`config.mk`:
```
export PLATFORM = sky130hd
export DESIGN_NAME = rbp_pin_ctrl
export DESIGN_NICKNAME = d
export VERILOG_FILES = /design/src/pkg/rbp_pkg.sv /design/src/core/rbp_calib_div.sv /design/src/core/rbp_osc_pin.sv /design/src/core/rbp_pin_ctrl.sv
export SDC_FILE = /design/constraint.sdc
export NUM_CORES = 1
export LEC_CHECK = 0
export BUFFER_PORTS_ARGS = -buffer_cell sky130_fd_sc_hd__buf_2
export CAP_MARGIN = 15
export CORE_ASPECT_RATIO = 2
export CORE_MARGIN = 4
export CORE_UTILIZATION = 45
export DETAILED_ROUTE_END_ITERATION = 8
export MAX_ROUTING_LAYER = met4
export PLACE_DENSITY = 0.78
export SLEW_MARGIN = 30
export SYNTH_ARGS = -nofsm -noshare
export SYNTH_HDL_FRONTEND = slang
export SYNTH_HIERARCHICAL = 1
export SYNTH_SLANG_ARGS = --single-unit
```
`constraint.sdc`:
```
create_clock -name clk -period 2.2 [get_ports clk]
set_input_delay 0.44 -clock clk [delete_from_list [all_inputs] [get_ports clk]]
set_output_delay 0.44 -clock clk [all_outputs]
set_load 0.02 [all_outputs]
```
`src/pkg/rbp_pkg.sv`:
```
package rbp_pkg;

    // ----------------------------------------------------------------
    // register map (byte addresses on apb)
    // ----------------------------------------------------------------
    localparam int ADDR_W = 12;
    localparam logic [11:0] OFF_PIN_CTRL = 12'h000;
    localparam logic [11:0] OFF_PIN_CFG = 12'h004;
    localparam logic [11:0] OFF_OSC_CTRL = 12'h008;
    localparam logic [11:0] OFF_STATUS = 12'h00c;

    // ----------------------------------------------------------------
    // pin_ctrl fields
    // ----------------------------------------------------------------
    localparam int CTRL_SRC_LSB = 0;
    localparam int CTRL_SRC_W = 2;
    localparam int CTRL_CAL_EN = 2;
    localparam int CTRL_CAL_SLOW = 3;
    localparam int CTRL_TS_EN = 4;
    localparam int CTRL_TAMP_EN = 5;
    localparam logic [5:0] CTRL_RST = 6'h00;

    // clock_output_source_select encodings
    localparam logic [1:0] SRC_NONE = 2'h0;
    localparam logic [1:0] SRC_ALARM_A = 2'h1;

    // ----------------------------------------------------------------
    // pin_cfg fields
    // ----------------------------------------------------------------
    localparam int CFG_SH_VAL = 0;
    localparam int CFG_SH_FORCE = 1;
    localparam int CFG_IN_FORCE = 2;
    localparam int CFG_IN_VAL = 3;
    localparam int CFG_OUT_FORCE = 4;
    localparam int CFG_OUT_VAL = 5;
    localparam logic [5:0] CFG_RST = 6'h00;

    // ----------------------------------------------------------------
    // osc_ctrl fields
    // ----------------------------------------------------------------
    localparam int OSC_EN = 0;
    localparam int OSC_BYP = 1;
    localparam logic [1:0] OSC_RST = 2'h0;

    // ----------------------------------------------------------------
    // status fields
    // ----------------------------------------------------------------
    localparam int ST_SH_MODE_LSB = 0;
    localparam int ST_IN_MODE_LSB = 3;
    localparam int ST_OUT_MODE_LSB = 5;
    localparam int ST_PIN_LVL = 7;
    localparam int ST_STANDBY = 8;
    localparam int ST_CAL_LVL = 9;

    // ----------------------------------------------------------------
    // calibration output timing, in low-speed clock ticks
    // ----------------------------------------------------------------
    localparam int LSE_HZ = 32768;
    localparam int CAL_FAST_HZ = 512;
    localparam int CAL_SLOW_HZ = 1;
    localparam int CAL_FAST_HALF = LSE_HZ / (2 * CAL_FAST_HZ);
    localparam int CAL_SLOW_HALF = LSE_HZ / (2 * CAL_SLOW_HZ);
    localparam int CAL_CNT_W = 15;

    // ----------------------------------------------------------------
    // pin modes, gray along the priority order
    // ----------------------------------------------------------------
    typedef enum logic [2:0] {
        SH_ALARM_OD = 3'h0,
        SH_ALARM_PP = 3'h1,
        SH_CALIB_PP = 3'h3,
        SH_TS_IN = 3'h2,
        SH_TAMP_IN = 3'h6,
        SH_FORCE_PP = 3'h7,
        SH_GPIO = 3'h5
    } rbp_sh_mode_e;

    typedef enum logic [1:0] {
        OP_XTAL = 2'h0,
        OP_BYPASS = 2'h1,
        OP_FORCE_PP = 2'h3,
        OP_GPIO = 2'h2
    } rbp_osc_mode_e;

endpackage

```
`src/core/rbp_calib_div.sv`:
```
`timescale 1ns/100ps
`default_nettype none

module rbp_calib_div #(
    parameter int CNT_W = rbp_pkg::CAL_CNT_W,
    parameter int FAST_HALF = rbp_pkg::CAL_FAST_HALF,
    parameter int SLOW_HALF = rbp_pkg::CAL_SLOW_HALF
) (
    input wire logic clk,         // system clock
    input wire logic arst_n,      // async reset, active low
    input wire logic enable,      // run the divider
    input wire logic slow_sel,    // 1: slow rate, 0: fast rate
    input wire logic lse_tick,    // one pulse per low-speed clock period
    output logic calib_ff         // divided calibration clock
);

    logic [CNT_W-1:0] cnt_ff;
    logic [CNT_W-1:0] nxt_cnt;
    logic nxt_calib;
    wire [CNT_W-1:0] half_last = slow_sel ? CNT_W'(SLOW_HALF - 1) : CNT_W'(FAST_HALF - 1);
    wire wrap = lse_tick && (cnt_ff >= half_last);

    // stopping clears the phase: a restart begins with a full low half
    assign nxt_cnt = !enable ? '0 : wrap ? '0 : lse_tick ? cnt_ff + CNT_W'(1) : cnt_ff; // see RULE5
    assign nxt_calib = !enable ? 1'b0 : wrap ? !calib_ff : calib_ff; // see RULE5

    always_ff @(posedge clk or negedge arst_n) begin
        if (!arst_n) begin
            cnt_ff <= '0;
            calib_ff <= 1'b0;
        end else begin
            cnt_ff <= nxt_cnt;
            calib_ff <= nxt_calib;
        end
    end

endmodule

`default_nettype wire

```
`src/core/rbp_osc_pin.sv`:
```
`timescale 1ns/100ps
`default_nettype none

module rbp_osc_pin (
    input wire logic osc_enable,      // low_speed_osc_enable
    input wire logic osc_bypass,      // low_speed_osc_bypass
    input wire logic force_enable,    // pin force enable
    input wire logic force_value,     // pin value
    output logic pin_out,             // level to drive
    output logic pin_oe,              // drive enable, high while driving
    output rbp_pkg::rbp_osc_mode_e mode // decoded pin mode
);

    // oscillator ownership masks force and value entirely
    assign mode = osc_enable ? (osc_bypass ? rbp_pkg::OP_BYPASS : rbp_pkg::OP_XTAL) // see RULE10
                : force_enable ? rbp_pkg::OP_FORCE_PP : rbp_pkg::OP_GPIO; // see RULE11
    assign pin_oe = (mode == rbp_pkg::OP_FORCE_PP); // see RULE11
    assign pin_out = pin_oe & force_value; // see RULE11

endmodule

`default_nettype wire

```
`src/core/rbp_pin_ctrl.sv`:
```
// Overview of operation
// RULE1 - the clock output, timestamp input and tamper-one input share one pin under a fixed priority.
// RULE2 - an enabled alarm output wins the pin outright, open-drain for value 0 and push-pull for value 1.
// RULE3 - the alarm-A event appears on the clock output only when the source select picks the alarm.
// RULE4 - with the alarm off and calibration output on, the calibration clock drives the pin push-pull.
// RULE5 - from a 32.768kHz low-speed clock the calibration output runs at 512Hz or 1Hz as selected.
// RULE6 - with both outputs off, an enabled timestamp or tamper-one input makes the pin a floating input, timestamp first.
// RULE7 - with no function claiming the pin and force enabled, the pin is driven push-pull with the value bit.
// RULE8 - forced mode and its level are held unchanged through standby.
// RULE9 - with nothing enabled the pin is released to ordinary gpio or wake-up use.
// RULE10 - while the low-speed oscillator is enabled both oscillator pins belong to it and their force bits are ignored.
// RULE11 - with the oscillator off, a forced oscillator pin is driven push-pull with its value, else left as gpio.
// RULE12 - pin selection is a plain decode of the retained configuration bits with no added latency beyond the output flop.
//
// Our own choices: the register addresses and the APB register port.
`timescale 1ns/100ps
`default_nettype none

module rbp_pin_ctrl #(
    parameter int CAL_CNT_W = rbp_pkg::CAL_CNT_W,
    parameter int CAL_FAST_HALF = rbp_pkg::CAL_FAST_HALF,
    parameter int CAL_SLOW_HALF = rbp_pkg::CAL_SLOW_HALF
) (
    input wire logic clk,                 // system clock, 100 MHz
    input wire logic arst_n,              // async reset, active low
    // apb slave
    input wire logic psel,                // apb select
    input wire logic penable,             // apb access phase
    input wire logic pwrite,              // apb direction, 1 = write
    input wire logic [11:0] paddr,        // apb byte address
    input wire logic [31:0] pwdata,       // apb write data
    input wire logic [3:0] pstrb,         // apb byte strobes
    output logic pready,                  // apb ready
    output logic [31:0] prdata,           // apb read data
    output logic pslverr,                 // apb error, unmapped address
    // rtc core side
    input wire logic alarm_a_event,       // alarm-a level from the calendar
    input wire logic lse_tick,            // one pulse per low-speed clock period
    input wire logic standby,             // system in standby
    output logic timestamp_in,            // shared pin level to the timestamp unit
    output logic tamper_one_in,           // shared pin level to the tamper unit
    output logic calibration_clock_out,   // calibration clock as driven
    // shared rtc pin
    input wire logic shared_rtc_pin_in,   // pad input level
    output logic shared_rtc_pin_out,      // pad output level
    output logic shared_rtc_pin_oe,       // pad drive enable
    output logic shared_rtc_pin_gpio,     // pad handed to gpio / wake-up
    // oscillator pins
    output logic osc_in_pin_out,          // osc-in pad output level
    output logic osc_in_pin_oe,           // osc-in pad drive enable
    output logic osc_in_pin_gpio,         // osc-in pad handed to gpio
    output logic osc_out_pin_out,         // osc-out pad output level
    output logic osc_out_pin_oe,          // osc-out pad drive enable
    output logic osc_out_pin_gpio,        // osc-out pad handed to gpio
    output logic low_speed_osc_run,       // oscillator owns both pads
    output logic low_speed_osc_bypass_on  // oscillator in bypass
);

    // ----------------------------------------------------------------
    // configuration registers
    // ----------------------------------------------------------------
    logic [5:0] ctrl_ff;
    logic [5:0] cfg_ff;
    logic [1:0] osc_ff;
    logic [5:0] nxt_ctrl;
    logic [5:0] nxt_cfg;
    logic [1:0] nxt_osc;

    wire [1:0] clock_output_source_select = ctrl_ff[rbp_pkg::CTRL_SRC_LSB +: rbp_pkg::CTRL_SRC_W];
    wire calib_out_enable = ctrl_ff[rbp_pkg::CTRL_CAL_EN];
    wire calib_slow = ctrl_ff[rbp_pkg::CTRL_CAL_SLOW];
    wire ts_enable = ctrl_ff[rbp_pkg::CTRL_TS_EN];
    wire tamp_enable = ctrl_ff[rbp_pkg::CTRL_TAMP_EN];
    wire shared_pin_value = cfg_ff[rbp_pkg::CFG_SH_VAL];
    wire shared_pin_force_enable = cfg_ff[rbp_pkg::CFG_SH_FORCE];
    wire osc_in_pin_force_enable = cfg_ff[rbp_pkg::CFG_IN_FORCE];
    wire osc_in_pin_value = cfg_ff[rbp_pkg::CFG_IN_VAL];
    wire osc_out_pin_force_enable = cfg_ff[rbp_pkg::CFG_OUT_FORCE];
    wire osc_out_pin_value = cfg_ff[rbp_pkg::CFG_OUT_VAL];
    wire low_speed_osc_enable = osc_ff[rbp_pkg::OSC_EN];
    wire low_speed_osc_bypass = osc_ff[rbp_pkg::OSC_BYP];

    // ----------------------------------------------------------------
    // apb decode
    // ----------------------------------------------------------------
    logic pready_ff;
    logic pslverr_ff;
    logic [31:0] prdata_ff;
    logic [31:0] rd_word;
    logic [31:0] status_word;

    // one wait state so read data comes from a flop
    wire access = psel && penable;
    wire done = access && pready_ff;
    wire sel_ctrl = (paddr == rbp_pkg::OFF_PIN_CTRL);
    wire sel_cfg = (paddr == rbp_pkg::OFF_PIN_CFG);
    wire sel_osc = (paddr == rbp_pkg::OFF_OSC_CTRL);
    wire sel_status = (paddr == rbp_pkg::OFF_STATUS);
    wire mapped = sel_ctrl || sel_cfg || sel_osc || sel_status;
    wire wr_lane0 = done && pwrite && pstrb[0];

    assign nxt_ctrl = (wr_lane0 && sel_ctrl) ? pwdata[5:0] : ctrl_ff;
    assign nxt_cfg = (wr_lane0 && sel_cfg) ? pwdata[5:0] : cfg_ff;
    assign nxt_osc = (wr_lane0 && sel_osc) ? pwdata[1:0] : osc_ff;

    assign rd_word = sel_ctrl ? {26'h0, ctrl_ff}
                   : sel_cfg ? {26'h0, cfg_ff}
                   : sel_osc ? {30'h0, osc_ff}
                   : sel_status ? status_word
                   : 32'h0;

    // ----------------------------------------------------------------
    // calibration clock
    // ----------------------------------------------------------------
    logic calib_clk;
    wire alarm_out_enable = (clock_output_source_select == rbp_pkg::SRC_ALARM_A); // see RULE3
    // the divider only runs while its output can reach the pad
    wire calib_run = calib_out_enable && !alarm_out_enable; // see RULE4

    rbp_calib_div #(
        .CNT_W(CAL_CNT_W),
        .FAST_HALF(CAL_FAST_HALF),
        .SLOW_HALF(CAL_SLOW_HALF)
    ) u_calib_div (
        .clk(clk),
        .arst_n(arst_n),
        .enable(calib_run),
        .slow_sel(calib_slow),
        .lse_tick(lse_tick),
        .calib_ff(calib_clk)
    );

    // ----------------------------------------------------------------
    // shared pin priority decode
    // ----------------------------------------------------------------
    rbp_pkg::rbp_sh_mode_e sh_mode;
    logic sh_out;
    logic sh_oe;

    // standby is deliberately absent here: state lives in flops that standby never touches
    assign sh_mode = alarm_out_enable ? (shared_pin_value ? rbp_pkg::SH_ALARM_PP : rbp_pkg::SH_ALARM_OD) // see RULE2
                   : calib_out_enable ? rbp_pkg::SH_CALIB_PP // see RULE4
                   : ts_enable ? rbp_pkg::SH_TS_IN // see RULE6
                   : tamp_enable ? rbp_pkg::SH_TAMP_IN // see RULE6
                   : shared_pin_force_enable ? rbp_pkg::SH_FORCE_PP // see RULE7
                   : rbp_pkg::SH_GPIO; // see RULE9

    always_comb begin
        sh_out = 1'b0;
        sh_oe = 1'b0;
        case (sh_mode)
            rbp_pkg::SH_ALARM_OD: begin
                // open drain pulls low while the alarm level is low
                sh_out = 1'b0;
                sh_oe = !alarm_a_event; // see RULE2
            end
            rbp_pkg::SH_ALARM_PP: begin
                sh_out = alarm_a_event; // see RULE2
                sh_oe = 1'b1;
            end
            rbp_pkg::SH_CALIB_PP: begin
                sh_out = calib_clk; // see RULE4
                sh_oe = 1'b1;
            end
            rbp_pkg::SH_FORCE_PP: begin
                sh_out = shared_pin_value; // see RULE7
                sh_oe = 1'b1; // see RULE8
            end
            default: begin
                sh_out = 1'b0;
                sh_oe = 1'b0;
            end
        endcase
    end

    // inputs see the pad only while the pin is floating input
    wire in_mode = (sh_mode == rbp_pkg::SH_TS_IN) || (sh_mode == rbp_pkg::SH_TAMP_IN); // see RULE6
    wire ts_level = in_mode && ts_enable && shared_rtc_pin_in; // see RULE1
    wire tamp_level = in_mode && tamp_enable && shared_rtc_pin_in; // see RULE1
    wire sh_gpio = (sh_mode == rbp_pkg::SH_GPIO); // see RULE9

    // ----------------------------------------------------------------
    // oscillator pins
    // ----------------------------------------------------------------
    logic in_out;
    logic in_oe;
    logic out_out;
    logic out_oe;
    rbp_pkg::rbp_osc_mode_e in_mode_dec;
    rbp_pkg::rbp_osc_mode_e out_mode_dec;

    rbp_osc_pin u_osc_in (
        .osc_enable(low_speed_osc_enable),
        .osc_bypass(low_speed_osc_bypass),
        .force_enable(osc_in_pin_force_enable),
        .force_value(osc_in_pin_value),
        .pin_out(in_out),
        .pin_oe(in_oe),
        .mode(in_mode_dec)
    );

    rbp_osc_pin u_osc_out (
        .osc_enable(low_speed_osc_enable),
        .osc_bypass(low_speed_osc_bypass),
        .force_enable(osc_out_pin_force_enable),
        .force_value(osc_out_pin_value),
        .pin_out(out_out),
        .pin_oe(out_oe),
        .mode(out_mode_dec)
    );

    assign status_word = {22'h0, calib_clk, standby, shared_rtc_pin_in,
                          out_mode_dec, in_mode_dec, sh_mode};

    // ----------------------------------------------------------------
    // state and output flops
    // ----------------------------------------------------------------
    always_ff @(posedge clk or negedge arst_n) begin
        if (!arst_n) begin
            ctrl_ff <= rbp_pkg::CTRL_RST;
            cfg_ff <= rbp_pkg::CFG_RST;
            osc_ff <= rbp_pkg::OSC_RST;
        end else begin
            ctrl_ff <= nxt_ctrl;
            cfg_ff <= nxt_cfg;
            osc_ff <= nxt_osc;
        end
    end

    always_ff @(posedge clk or negedge arst_n) begin
        if (!arst_n) begin
            pready_ff <= 1'b0;
            pslverr_ff <= 1'b0;
            prdata_ff <= 32'h0;
        end else begin
            pready_ff <= access && !pready_ff;
            pslverr_ff <= access && !pready_ff && !mapped;
            prdata_ff <= (access && !pready_ff && !pwrite) ? rd_word : 32'h0;
        end
    end

    // every top output comes from a flop
    logic sh_out_ff;
    logic sh_oe_ff;
    logic sh_gpio_ff;
    logic ts_ff;
    logic tamp_ff;
    logic cal_ff;
    logic in_out_ff;
    logic in_oe_ff;
    logic in_gpio_ff;
    logic out_out_ff;
    logic out_oe_ff;
    logic out_gpio_ff;
    logic osc_run_ff;
    logic osc_byp_ff;

    always_ff @(posedge clk or negedge arst_n) begin
        if (!arst_n) begin
            sh_out_ff <= 1'b0;
            sh_oe_ff <= 1'b0;
            sh_gpio_ff <= 1'b1;
            ts_ff <= 1'b0;
            tamp_ff <= 1'b0;
            cal_ff <= 1'b0;
        end else begin
            sh_out_ff <= sh_out; // see RULE12
            sh_oe_ff <= sh_oe; // see RULE12
            sh_gpio_ff <= sh_gpio;
            ts_ff <= ts_level;
            tamp_ff <= tamp_level;
            cal_ff <= calib_run && calib_clk;
        end
    end

    always_ff @(posedge clk or negedge arst_n) begin
        if (!arst_n) begin
            in_out_ff <= 1'b0;
            in_oe_ff <= 1'b0;
            in_gpio_ff <= 1'b1;
            out_out_ff <= 1'b0;
            out_oe_ff <= 1'b0;
            out_gpio_ff <= 1'b1;
            osc_run_ff <= 1'b0;
            osc_byp_ff <= 1'b0;
        end else begin
            in_out_ff <= in_out; // see RULE11
            in_oe_ff <= in_oe; // see RULE11
            in_gpio_ff <= (in_mode_dec == rbp_pkg::OP_GPIO);
            out_out_ff <= out_out; // see RULE11
            out_oe_ff <= out_oe; // see RULE11
            out_gpio_ff <= (out_mode_dec == rbp_pkg::OP_GPIO);
            osc_run_ff <= low_speed_osc_enable; // see RULE10
            osc_byp_ff <= low_speed_osc_enable && low_speed_osc_bypass; // see RULE10
        end
    end

    assign pready = pready_ff;
    assign pslverr = pslverr_ff;
    assign prdata = prdata_ff;
    assign shared_rtc_pin_out = sh_out_ff;
    assign shared_rtc_pin_oe = sh_oe_ff;
    assign shared_rtc_pin_gpio = sh_gpio_ff;
    assign timestamp_in = ts_ff;
    assign tamper_one_in = tamp_ff;
    assign calibration_clock_out = cal_ff;
    assign osc_in_pin_out = in_out_ff;
    assign osc_in_pin_oe = in_oe_ff;
    assign osc_in_pin_gpio = in_gpio_ff;
    assign osc_out_pin_out = out_out_ff;
    assign osc_out_pin_oe = out_oe_ff;
    assign osc_out_pin_gpio = out_gpio_ff;
    assign low_speed_osc_run = osc_run_ff;
    assign low_speed_osc_bypass_on = osc_byp_ff;

endmodule

`default_nettype wire

```
==> results of run 1 <==
## state kept, by name (all words and copies together) (netlist names)
name,flops
u_calib_div/cnt_ff,15
osc_ff,2
osc_out_pin_gpio,1
osc_out_pin_oe,1
calibration_clock_out,1
pready,1
ctrl_ff,6
timestamp_in,1
shared_rtc_pin_oe,1
low_speed_osc_run,1
osc_in_pin_out,1
osc_in_pin_oe,1
tamper_one_in,1
pslverr,1
osc_out_pin_out,1
osc_in_pin_gpio,1
prdata,10
shared_rtc_pin_gpio,1
shared_rtc_pin_out,1
cfg_ff,6
u_calib_div/calib_ff,1
low_speed_osc_bypass_on,1
## final timing paths
kind / from / end / slack (ps)
max: ctrl_ff[3] / u_calib_div/cnt_ff[4] / 30
max in group asynchronous: arst_n / shared_rtc_pin_gpio / 1770
min reg2reg: pready / pready / 490
max reg2reg: ctrl_ff[3] / u_calib_div/cnt_ff[4] / 30
min in group clk: standby / prdata[8] / 350
min: arst_n / prdata[8] / 130
## final cells by class
class	instances	area share
timing repair buffer	63	0.111
clock inverter	2	0.00284
multi-input combinational	194	0.406
sequential	56	0.399
tap	86	0.0305
inverter	8	0.00957
timing repair inverter	1	0.00213
clock buffer	6	0.0394
## stage by stage
stage	utilization	area [um2]	hold WS (ps)	TNS, ps
after global placement	0.513	3240	456	0
after detailed placement	0.513	3240	464	-98.4
after floorplan	-	2990	144	0
final	0.559	3530	134	0
after CTS	0.538	3390	146	0
after global routing	0.559	3530	156	-62.3
## placed cells by master (no fill, tap or decap), drive strengths merged, types with 7 or more instances in the layout
cell type	instances
buf	63
dfrtp	53
nor2	31
conb	22
nand2	18
mux2	18
ha	10
nand3	9
inv	7
a21oi	7
and2	7
## power by group through the flow
stage / clock (mW) / sequential [mW] / combinational (mW)
detailed placement: 0 / 1.05 / 0.117
CTS: 0.817 / 1.03 / 0.117
global route: 0.855 / 1.03 / 0.128
global placement: 0 / 1.05 / 0.114
floorplan: 0 / 1.06 / 0.0827
finish: 0.795 / 1.03 / 0.115
## critical path, stage by stage, from the launching register on
cell        delay (ps)
dfrtp_2            440
clkinvlp_4         130
buf_12             160
ha_4               260
and4b_4            240
and2_4             150
a221oi_4            70
buf_12             150
and3_1             160
a221o_2            300
## routing by layer
metal	wire length, um	vias to the layer above	global-route usage
met4	306	0	0.119
met3	362	27	0.0258
met5	0	-	-
met1	2300	1055	0.177
li1	-	1011	-
met2	3710	100	0.312
## timing repair
item	4_1_cts	5_1_grt
cloned	0	1
setup buffers	0	4
resized for setup	1	9
endpoints found under the setup margin	10	13
pin swaps	0	2
## kinds of logic after synthesis
group,count (synthesis),share of synthesized area
xor gates and xnor gates,9,0.0271
AOI/OAI and AO/OA,28,0.0825
muxes,18,0.0722
other,1,0.00129
and+or+nand+nor,107,0.216
adders and majority gates,10,0.0430
DFF,56,0.482
buffers and inverters,34,0.0756
==> flow_metrics.env, run 1 <==
export IMPL_status="complete, no violations"
export IMPL_fin_crit_sh=0.988
export IMPL_internal_power_mw=1.51
export IMPL_hold_buffers=0
export IMPL_root_buffer="clkbuf_16"
export IMPL_drive_gt1_frac=0.358
export IMPL_cts_max_level=2
export IMPL_grt_pass1_wl_mm=10.3
export IMPL_drtIter0Drc=95
export IMPL_drv_cap=0
export IMPL_ys_seq_area_frac=0.482
export IMPL_drtPass1Iterations=4
export IMPL_drv_slew=0
export IMPL_dieArea_um2=7900
export IMPL_synth_area_leaders="dfrtp_1, buf_4, ha_1"
export IMPL_fmaxAchievable_mhz=460
export IMPL_cellLeakagePower_nw=1.73
export IMPL_yosysUniqueCellTypes=60
export IMPL_finalNonFillerCells=416
export IMPL_comb_power_share=0.059
export IMPL_seqPwrFrac=0.532
export IMPL_avgSynthCellArea_um2=11.1
export IMPL_finalClockSkew_ps=6.87
export IMPL_cts_buffers=5
export IMPL_clkLatencyLatePin_ps=300
export IMPL_dp_cells=404
export IMPL_grt_pass1_vias=2202
export IMPL_track_usage=0.178
export IMPL_maxSlewHeadroom=0.637
export IMPL_end_kind="flip-flop"
export IMPL_antenna_cells=0
export IMPL_synthFlopType="dfrtp_1"
export IMPL_clk_pin_slew_worst_paths_ps=70
export IMPL_rows=41
export IMPL_wire_per_inst_um=16.1
export IMPL_synth_top_area_frac=0.455
export IMPL_crit_required_ps=2380
export IMPL_die_w_um=64.9
export IMPL_hold_path_class="input port to asynchronous set/reset pin"
export IMPL_port_buffers=53
export IMPL_start_kind="flip-flop"
export IMPL_routed_wl_mm=6.68
export IMPL_ys_top_cells_by_count="dfrtp_1, nor2_1, buf_4"
export IMPL_rr_worst_depth=9
export IMPL_fin_ws_ps=27.4
export IMPL_place_congestion=0.802
export IMPL_yosysMostFrequentCell="dfrtp_1"
export IMPL_area_delta_synth_final_pct=21.1
export IMPL_pre_cts_slack_ps=-20.9
export IMPL_ant_nets=0
export IMPL_finalHoldViolCount=0
export IMPL_nFillCells=553
export IMPL_setup_violations=0
export IMPL_drc=0
export IMPL_die_h_um=122
export IMPL_worst_path_max_fanout=10
export IMPL_regArea_um2=1410
export IMPL_syn_inst=263
export IMPL_synth_edf_count=0
export IMPL_tightest_slew_ps=540
export IMPL_syn_area_um2=2910
export IMPL_ir_drop_v=0.000408
export IMPL_num_vias=2193
export IMPL_antenna_found_initial=0
export IMPL_synth_largest_area_cell="dfrtp_1"
export IMPL_grt_max_degree=57
export IMPL_critPathKind="flip-flop to flip-flop"
export IMPL_vias_per_cell=5.27
export IMPL_cts_sinks=56
export IMPL_coreArea_um2=6310
export IMPL_switching_share=0.222
export IMPL_start_util=0.462
export IMPL_pwr_density_cell_nw_per_um2=551
export IMPL_cts_buffer_depth=2
export IMPL_synth_seq_cells=56
export IMPL_cp_arrival_ps=2350
export IMPL_cts_tree="yes"
export IMPL_power_mw=1.94
export IMPL_ios=105
export IMPL_post_route_min_period_ps=2170
export IMPL_num_nets_final=396
export IMPL_ys_warn_count=6
export IMPL_multiInputGateArea_um2=1430
export IMPL_dpl_hpwl_mm=5.08
export IMPL_async_reset_ff_frac=1.00
export IMPL_power_switching_mw=0.431
export IMPL_p_clk_frac=0.409
export IMPL_gr_total_overflow=0
Power figures use the tool's default switching activity.
==> inputs of run 2 (changes only) <==
--- a/config.mk
+++ b/config.mk
@@ -13,6 +13,7 @@
 export DETAILED_ROUTE_END_ITERATION = 8
 export MAX_ROUTING_LAYER = met4
 export PLACE_DENSITY = 0.78
+export SETUP_SLACK_MARGIN = 0.3
 export SLEW_MARGIN = 30
 export SYNTH_ARGS = -nofsm -noshare
 export SYNTH_HDL_FRONTEND = slang
==> run 2 against run 1 <==
Compared with the run above:
- combinational power about the same
- largest power group unchanged
- wire length shrank 3.0%
- worst hold slack got worse by 0.91 ps
- sequential share of layout area is 0.57 points higher
- largest cell class unchanged
==> flow_metrics.env, run 2 (synthesis gave the netlist of run 1 again) <==
export IMPL_status="complete, no violations"
export IMPL_ant_nets=0
export IMPL_seqPwrFrac=0.503
export IMPL_port_buffers=53
export IMPL_power_mw=2.05
export IMPL_drtIter0Drc=82
export IMPL_cts_tree="yes"
export IMPL_largest_register_ffs=15
export IMPL_r2r_slack_ps=210
export IMPL_grt_pass1_vias=2300
export IMPL_drc=0
export IMPL_critPathKind="flip-flop to flip-flop"
export IMPL_rsz0062_at_grt="true"
export IMPL_cts_max_level=2
export IMPL_rr_startpoint="ctrl_ff[3]"
export IMPL_routed_wl_mm=6.48
export IMPL_hold_path_class="input port to asynchronous set/reset pin"
export IMPL_setup_violations=0
export IMPL_dieArea_um2=7900
export IMPL_num_nets_final=394
export IMPL_crit_buf_inv=2
export IMPL_holdWs_ps=133
export IMPL_drtPass1Iterations=4
export IMPL_post_route_min_period_ps=1990
export IMPL_internal_power_mw=1.60
export IMPL_gr_total_overflow=0
export IMPL_end_kind="flip-flop"
export IMPL_top_register="u_calib_div/cnt_ff"
export IMPL_root_buffer="clkbuf_16"
export IMPL_cp_arrival_ps=2180
export IMPL_final_cell_mix="dfrtp_1, buf_2, nor2_1, conb_1, nand2_1"
export IMPL_start_kind="flip-flop"
export IMPL_reg2reg_to="u_calib_div/cnt_ff[3]"
export IMPL_start_util=0.462
export IMPL_fmaxAchievable_mhz=503
export IMPL_grt_max_degree=34
export IMPL_cpMaxStageDelayCell="dfrtp_1"
export IMPL_drv_cap=0
export IMPL_worst_path_max_fanout=9
export IMPL_drive_gt1_frac=0.357
export IMPL_clkLatencyLatePin_ps=300
export IMPL_maxSlewHeadroom=0.621
export IMPL_cts_buffers=5
export IMPL_place_congestion=0.813
export IMPL_clk_pin_slew_worst_paths_ps=70
export IMPL_wire_per_inst_um=15.7
export IMPL_power_switching_mw=0.455
export IMPL_rr_worst_depth=8
export IMPL_final_area_um2=3480
export IMPL_switching_share=0.222
export IMPL_rows=41
export IMPL_finalClockSkew_ps=6.09
export IMPL_coreArea_um2=6310
export IMPL_die_h_um=122
export IMPL_die_w_um=64.9
export IMPL_cts_sinks=56
export IMPL_fin_crit_sh=0.905
export IMPL_area_delta_synth_final_pct=19.3
export IMPL_num_vias=2202
export IMPL_ir_drop_v=0.000511
export IMPL_pwr_density_cell_nw_per_um2=590
export IMPL_track_usage=0.183
export IMPL_crit_family="compound AO/OA/AOI/OAI gates"
export IMPL_cp_cell_sequence="inv_4 -> ha_1 -> nand3_2 -> o31ai_4 -> a221oi_4 -> buf_6 -> and3_1 -> a221o_2"
export IMPL_hold_buffers=0
export IMPL_comb_power_share=0.056
export IMPL_drv_slew=0
export IMPL_cts_buffer_depth=2
export IMPL_p_clk_frac=0.441
export IMPL_antenna_found_initial=0
export IMPL_grt_pass1_wl_mm=10.7
export IMPL_tightest_slew_ps=568
export IMPL_crit_start="ctrl_ff[3]"
export IMPL_finalHoldViolCount=0
export IMPL_dp_cells=402
export IMPL_vias_per_cell=5.32
export IMPL_ios=105
export IMPL_dpl_hpwl_mm=5.00
export IMPL_antenna_cells=0
export IMPL_cellLeakagePower_nw=1.72
export IMPL_fin_setup_tns_ps=0
export IMPL_slowest_delay_ps=400
export IMPL_place_area_um2=3220
export IMPL_crit_required_ps=2390
export IMPL_finalNonFillerCells=414
## run 2: power by group through the flow
stage	Clock [mW]	Sequential [mW]	Combinational (mW)
3_3_place_gp	0	1.05	0.114
4_1_cts	0.929	1.03	0.117
6_report	0.904	1.03	0.116
5_1_grt	0.959	1.03	0.129
3_5_place_dp	0	1.05	0.116
2_1_floorplan	0	1.06	0.0827
## run 2: worst reg2reg max path: stages, from the launching register on
cell and delay, ps:
dfrtp_1 400, inv_4 90, ha_1 320, nand3_2 100, o31ai_4 280, a221oi_4 110, buf_6 150, and3_1 160
a221o_2 290
## run 2: final cells by class
class	instances	area [um2]
Clock buffer	5	125
Clock inverter	3	42.5
Fill cell	563	2830
Inverter	8	32.5
Multi-Input combinational cell	194	1410
Sequential cell	56	1410
Tap cell	86	108
Timing Repair Buffer	62	349
## run 2: worst max path at each step
stage	endpoint	slack, ps	depth (start not counted)
detailed placement	u_calib_div/cnt_ff[11]	70	7
CTS	u_calib_div/cnt_ff[4]	230	8
finish	u_calib_div/cnt_ff[3]	210	8
floorplan	u_calib_div/cnt_ff[3]	320	7
global placement	u_calib_div/cnt_ff[13]	130	7
global route	u_calib_div/cnt_ff[2]	110	8
## run 2: metrics by stage
stage / worst slack, ps / utilization
after floorplan: 320 / -
after global placement: 127 / 0.511
after detailed placement: 66.9 / 0.511
after CTS: 228 / 0.545
after global routing: 114 / 0.551
final: 210 / 0.551
## run 2: per-layer routing
metal	wire length, um	track usage	part of all wire
met4	325	0.121	0.050
met5	0	-	0
met2	3550	0.332	0.55
met3	394	0.0268	0.061
met1	2210	0.173	0.34
## run 2: what timing repair did
action / in CTS / in global routing
setup endpoints to repair: 16 / 16
gates cloned: 1 / 0
resized for setup: 8 / 5
setup buffers: 2 / 1
pin swaps: 2 / 1
==> inputs of run 3 (changes only) <==
--- a/config.mk
+++ b/config.mk
@@ -13,7 +13,6 @@
 export DETAILED_ROUTE_END_ITERATION = 8
 export MAX_ROUTING_LAYER = met4
 export PLACE_DENSITY = 0.78
-export SETUP_SLACK_MARGIN = 0.3
 export SLEW_MARGIN = 30
 export SYNTH_ARGS = -nofsm -noshare
 export SYNTH_HDL_FRONTEND = slang
==> constraint.sdc (replaced) <==
create_clock -name clk -period 2.1 [get_ports clk]
set_input_delay 0.42 -clock clk [delete_from_list [all_inputs] [get_ports clk]]
set_output_delay 0.42 -clock clk [all_outputs]
set_load 0.02 [all_outputs]
==> run 3 against run 2 <==
Compared with the run above:
- first-iteration DRC count is 8.5% lower
- wire length is 1.1% lower
- via count is 2.6% lower
- worst setup slack worse by 100 ps
- largest power group unchanged
- highest routed layer unchanged
==> flow_metrics.env, run 3 (synthesis gave the netlist of run 1 again) <==
export IMPL_track_usage=0.182
export IMPL_pre_cts_slack_ps=-41.4
export IMPL_final_cell_mix="dfrtp_1, buf_2, nor2_1, conb_1, nand2_1"
export IMPL_coreArea_um2=6310
export IMPL_grt_max_degree=57
export IMPL_drc=0
export IMPL_dpl_hpwl_mm=5.06
export IMPL_fin_crit_sh=0.949
export IMPL_reg2reg_to="u_calib_div/cnt_ff[2]"
export IMPL_status="complete, no violations"
export IMPL_top_register="u_calib_div/cnt_ff"
export IMPL_power_switching_mw=0.472
export IMPL_clk_pin_slew_worst_paths_ps=70
export IMPL_largest_register_ffs=15
export IMPL_cellLeakagePower_nw=1.77
export IMPL_multiInputGateArea_um2=1380
export IMPL_regArea_um2=1410
export IMPL_drtIter0Drc=75
export IMPL_fin_setup_tns_ps=0
export IMPL_fin_ws_ps=108
export IMPL_crit_required_ps=2320
export IMPL_finalClockSkew_ps=5.73
export IMPL_ios=105
export IMPL_cts_sinks=56
export IMPL_gr_total_overflow=0
export IMPL_ant_nets=0
export IMPL_die_h_um=122
export IMPL_clkLatencyLatePin_ps=290
export IMPL_wire_per_inst_um=15.2
export IMPL_hold_buffers=0
export IMPL_die_w_um=64.9
export IMPL_vias_per_cell=5.07
export IMPL_cp_arrival_ps=2210
export IMPL_start_util=0.462
export IMPL_routed_wl_mm=6.41
export IMPL_r2r_slack_ps=110
export IMPL_internal_power_mw=1.71
export IMPL_rr_startpoint="ctrl_ff[3]"
export IMPL_fmaxAchievable_mhz=502
export IMPL_switching_share=0.216
export IMPL_antenna_cells=0
export IMPL_comb_power_share=0.055
export IMPL_num_nets_final=403
export IMPL_cts_tree="yes"
export IMPL_antenna_found_initial=0
export IMPL_ir_drop_v=0.000669
export IMPL_rows=41
export IMPL_dieArea_um2=7900
export IMPL_grt_pass1_vias=2245
export IMPL_dp_cells=414
export IMPL_cts_buffer_depth=2
export IMPL_port_buffers=53
export IMPL_hold_path_class="input port to asynchronous set/reset pin"
export IMPL_rr_worst_depth=8
export IMPL_p_clk_frac=0.449
export IMPL_num_vias=2144
export IMPL_pwr_density_cell_nw_per_um2=621
export IMPL_cts_max_level=2
export IMPL_grt_pass1_wl_mm=10.5
export IMPL_area_delta_synth_final_pct=20.7
export IMPL_setup_violations=0
export IMPL_worst_path_max_fanout=10
export IMPL_root_buffer="clkbuf_16"
export IMPL_nFillCells=552
export IMPL_finalHoldViolCount=0
export IMPL_cts_buffers=5
export IMPL_drv_cap=0
export IMPL_end_kind="flip-flop"
export IMPL_drv_slew=0
export IMPL_finalNonFillerCells=423
export IMPL_power_mw=2.18
export IMPL_post_route_min_period_ps=1990
export IMPL_start_kind="flip-flop"
export IMPL_critPathKind="flip-flop to flip-flop"
export IMPL_seqPwrFrac=0.496
export IMPL_place_congestion=0.801
export IMPL_drtPass1Iterations=4
export IMPL_drive_gt1_frac=0.356
-- run 3: worst max path at each step --
stage                           from                     to  slack (ps)  cells after the start
after floorplan           ctrl_ff[3]  u_calib_div/cnt_ff[3]         140                      7
after global placement    ctrl_ff[3]  u_calib_div/cnt_ff[6]          30                      8
after detailed placement  ctrl_ff[3]  u_calib_div/cnt_ff[5]         -40                      8
after CTS                 ctrl_ff[3]  u_calib_div/cnt_ff[5]          30                      8
after global routing      ctrl_ff[3]  u_calib_div/cnt_ff[2]          -1                      8
final                     ctrl_ff[3]  u_calib_div/cnt_ff[2]         110                      8
-- run 3: final cells by class --
class | instances | area share
Timing Repair Buffer | 71 | 0.119
Multi-Input combinational cell | 194 | 0.391
Tap cell | 86 | 0.0306
Sequential cell | 56 | 0.400
Inverter | 8 | 0.00926
Clock inverter | 2 | 0.0110
Clock buffer | 6 | 0.0395
-- run 3: per-stage QoR --
stage	util	hold slack, ps	area, um2
final	0.557	106	3510
after detailed placement	0.525	442	3310
after CTS	0.553	126	3490
after global routing	0.557	126	3510
after global placement	0.525	436	3310
after floorplan	-	124	2990
-- run 3: worst max-delay path: stages, from the launching register on --
cell and delay, ps:
dfrtp_1 400, inv_4 80, ha_1 330, and4_1 210
and2_4 160, a221oi_4 250, buf_6 180, nand2_1 110
o22ai_1 180
-- run 3: layer usage --
layer	share of wire	track usage
met4	0.040	0.102
met2	0.56	0.335
met5	0	-
met3	0.046	0.0258
met1	0.36	0.176
-- run 3: timing repair --
action                                  4_1_cts  5_1_grt
resized for setup                             1        4
endpoints found under the setup margin       11       15
setup buffers                                 0        1
-- run 3: power groups by stage --
| stage | logic, mW | clock network, mW | registers [mW] |
|---|---|---|---|
| 6_report | 0.121 | 0.979 | 1.08 |
| 3_5_place_dp | 0.122 | 0 | 1.10 |
| 2_1_floorplan | 0.0866 | 0 | 1.11 |
| 3_3_place_gp | 0.120 | 0 | 1.10 |
| 4_1_cts | 0.122 | 1.01 | 1.08 |
| 5_1_grt | 0.134 | 1.05 | 1.08 |
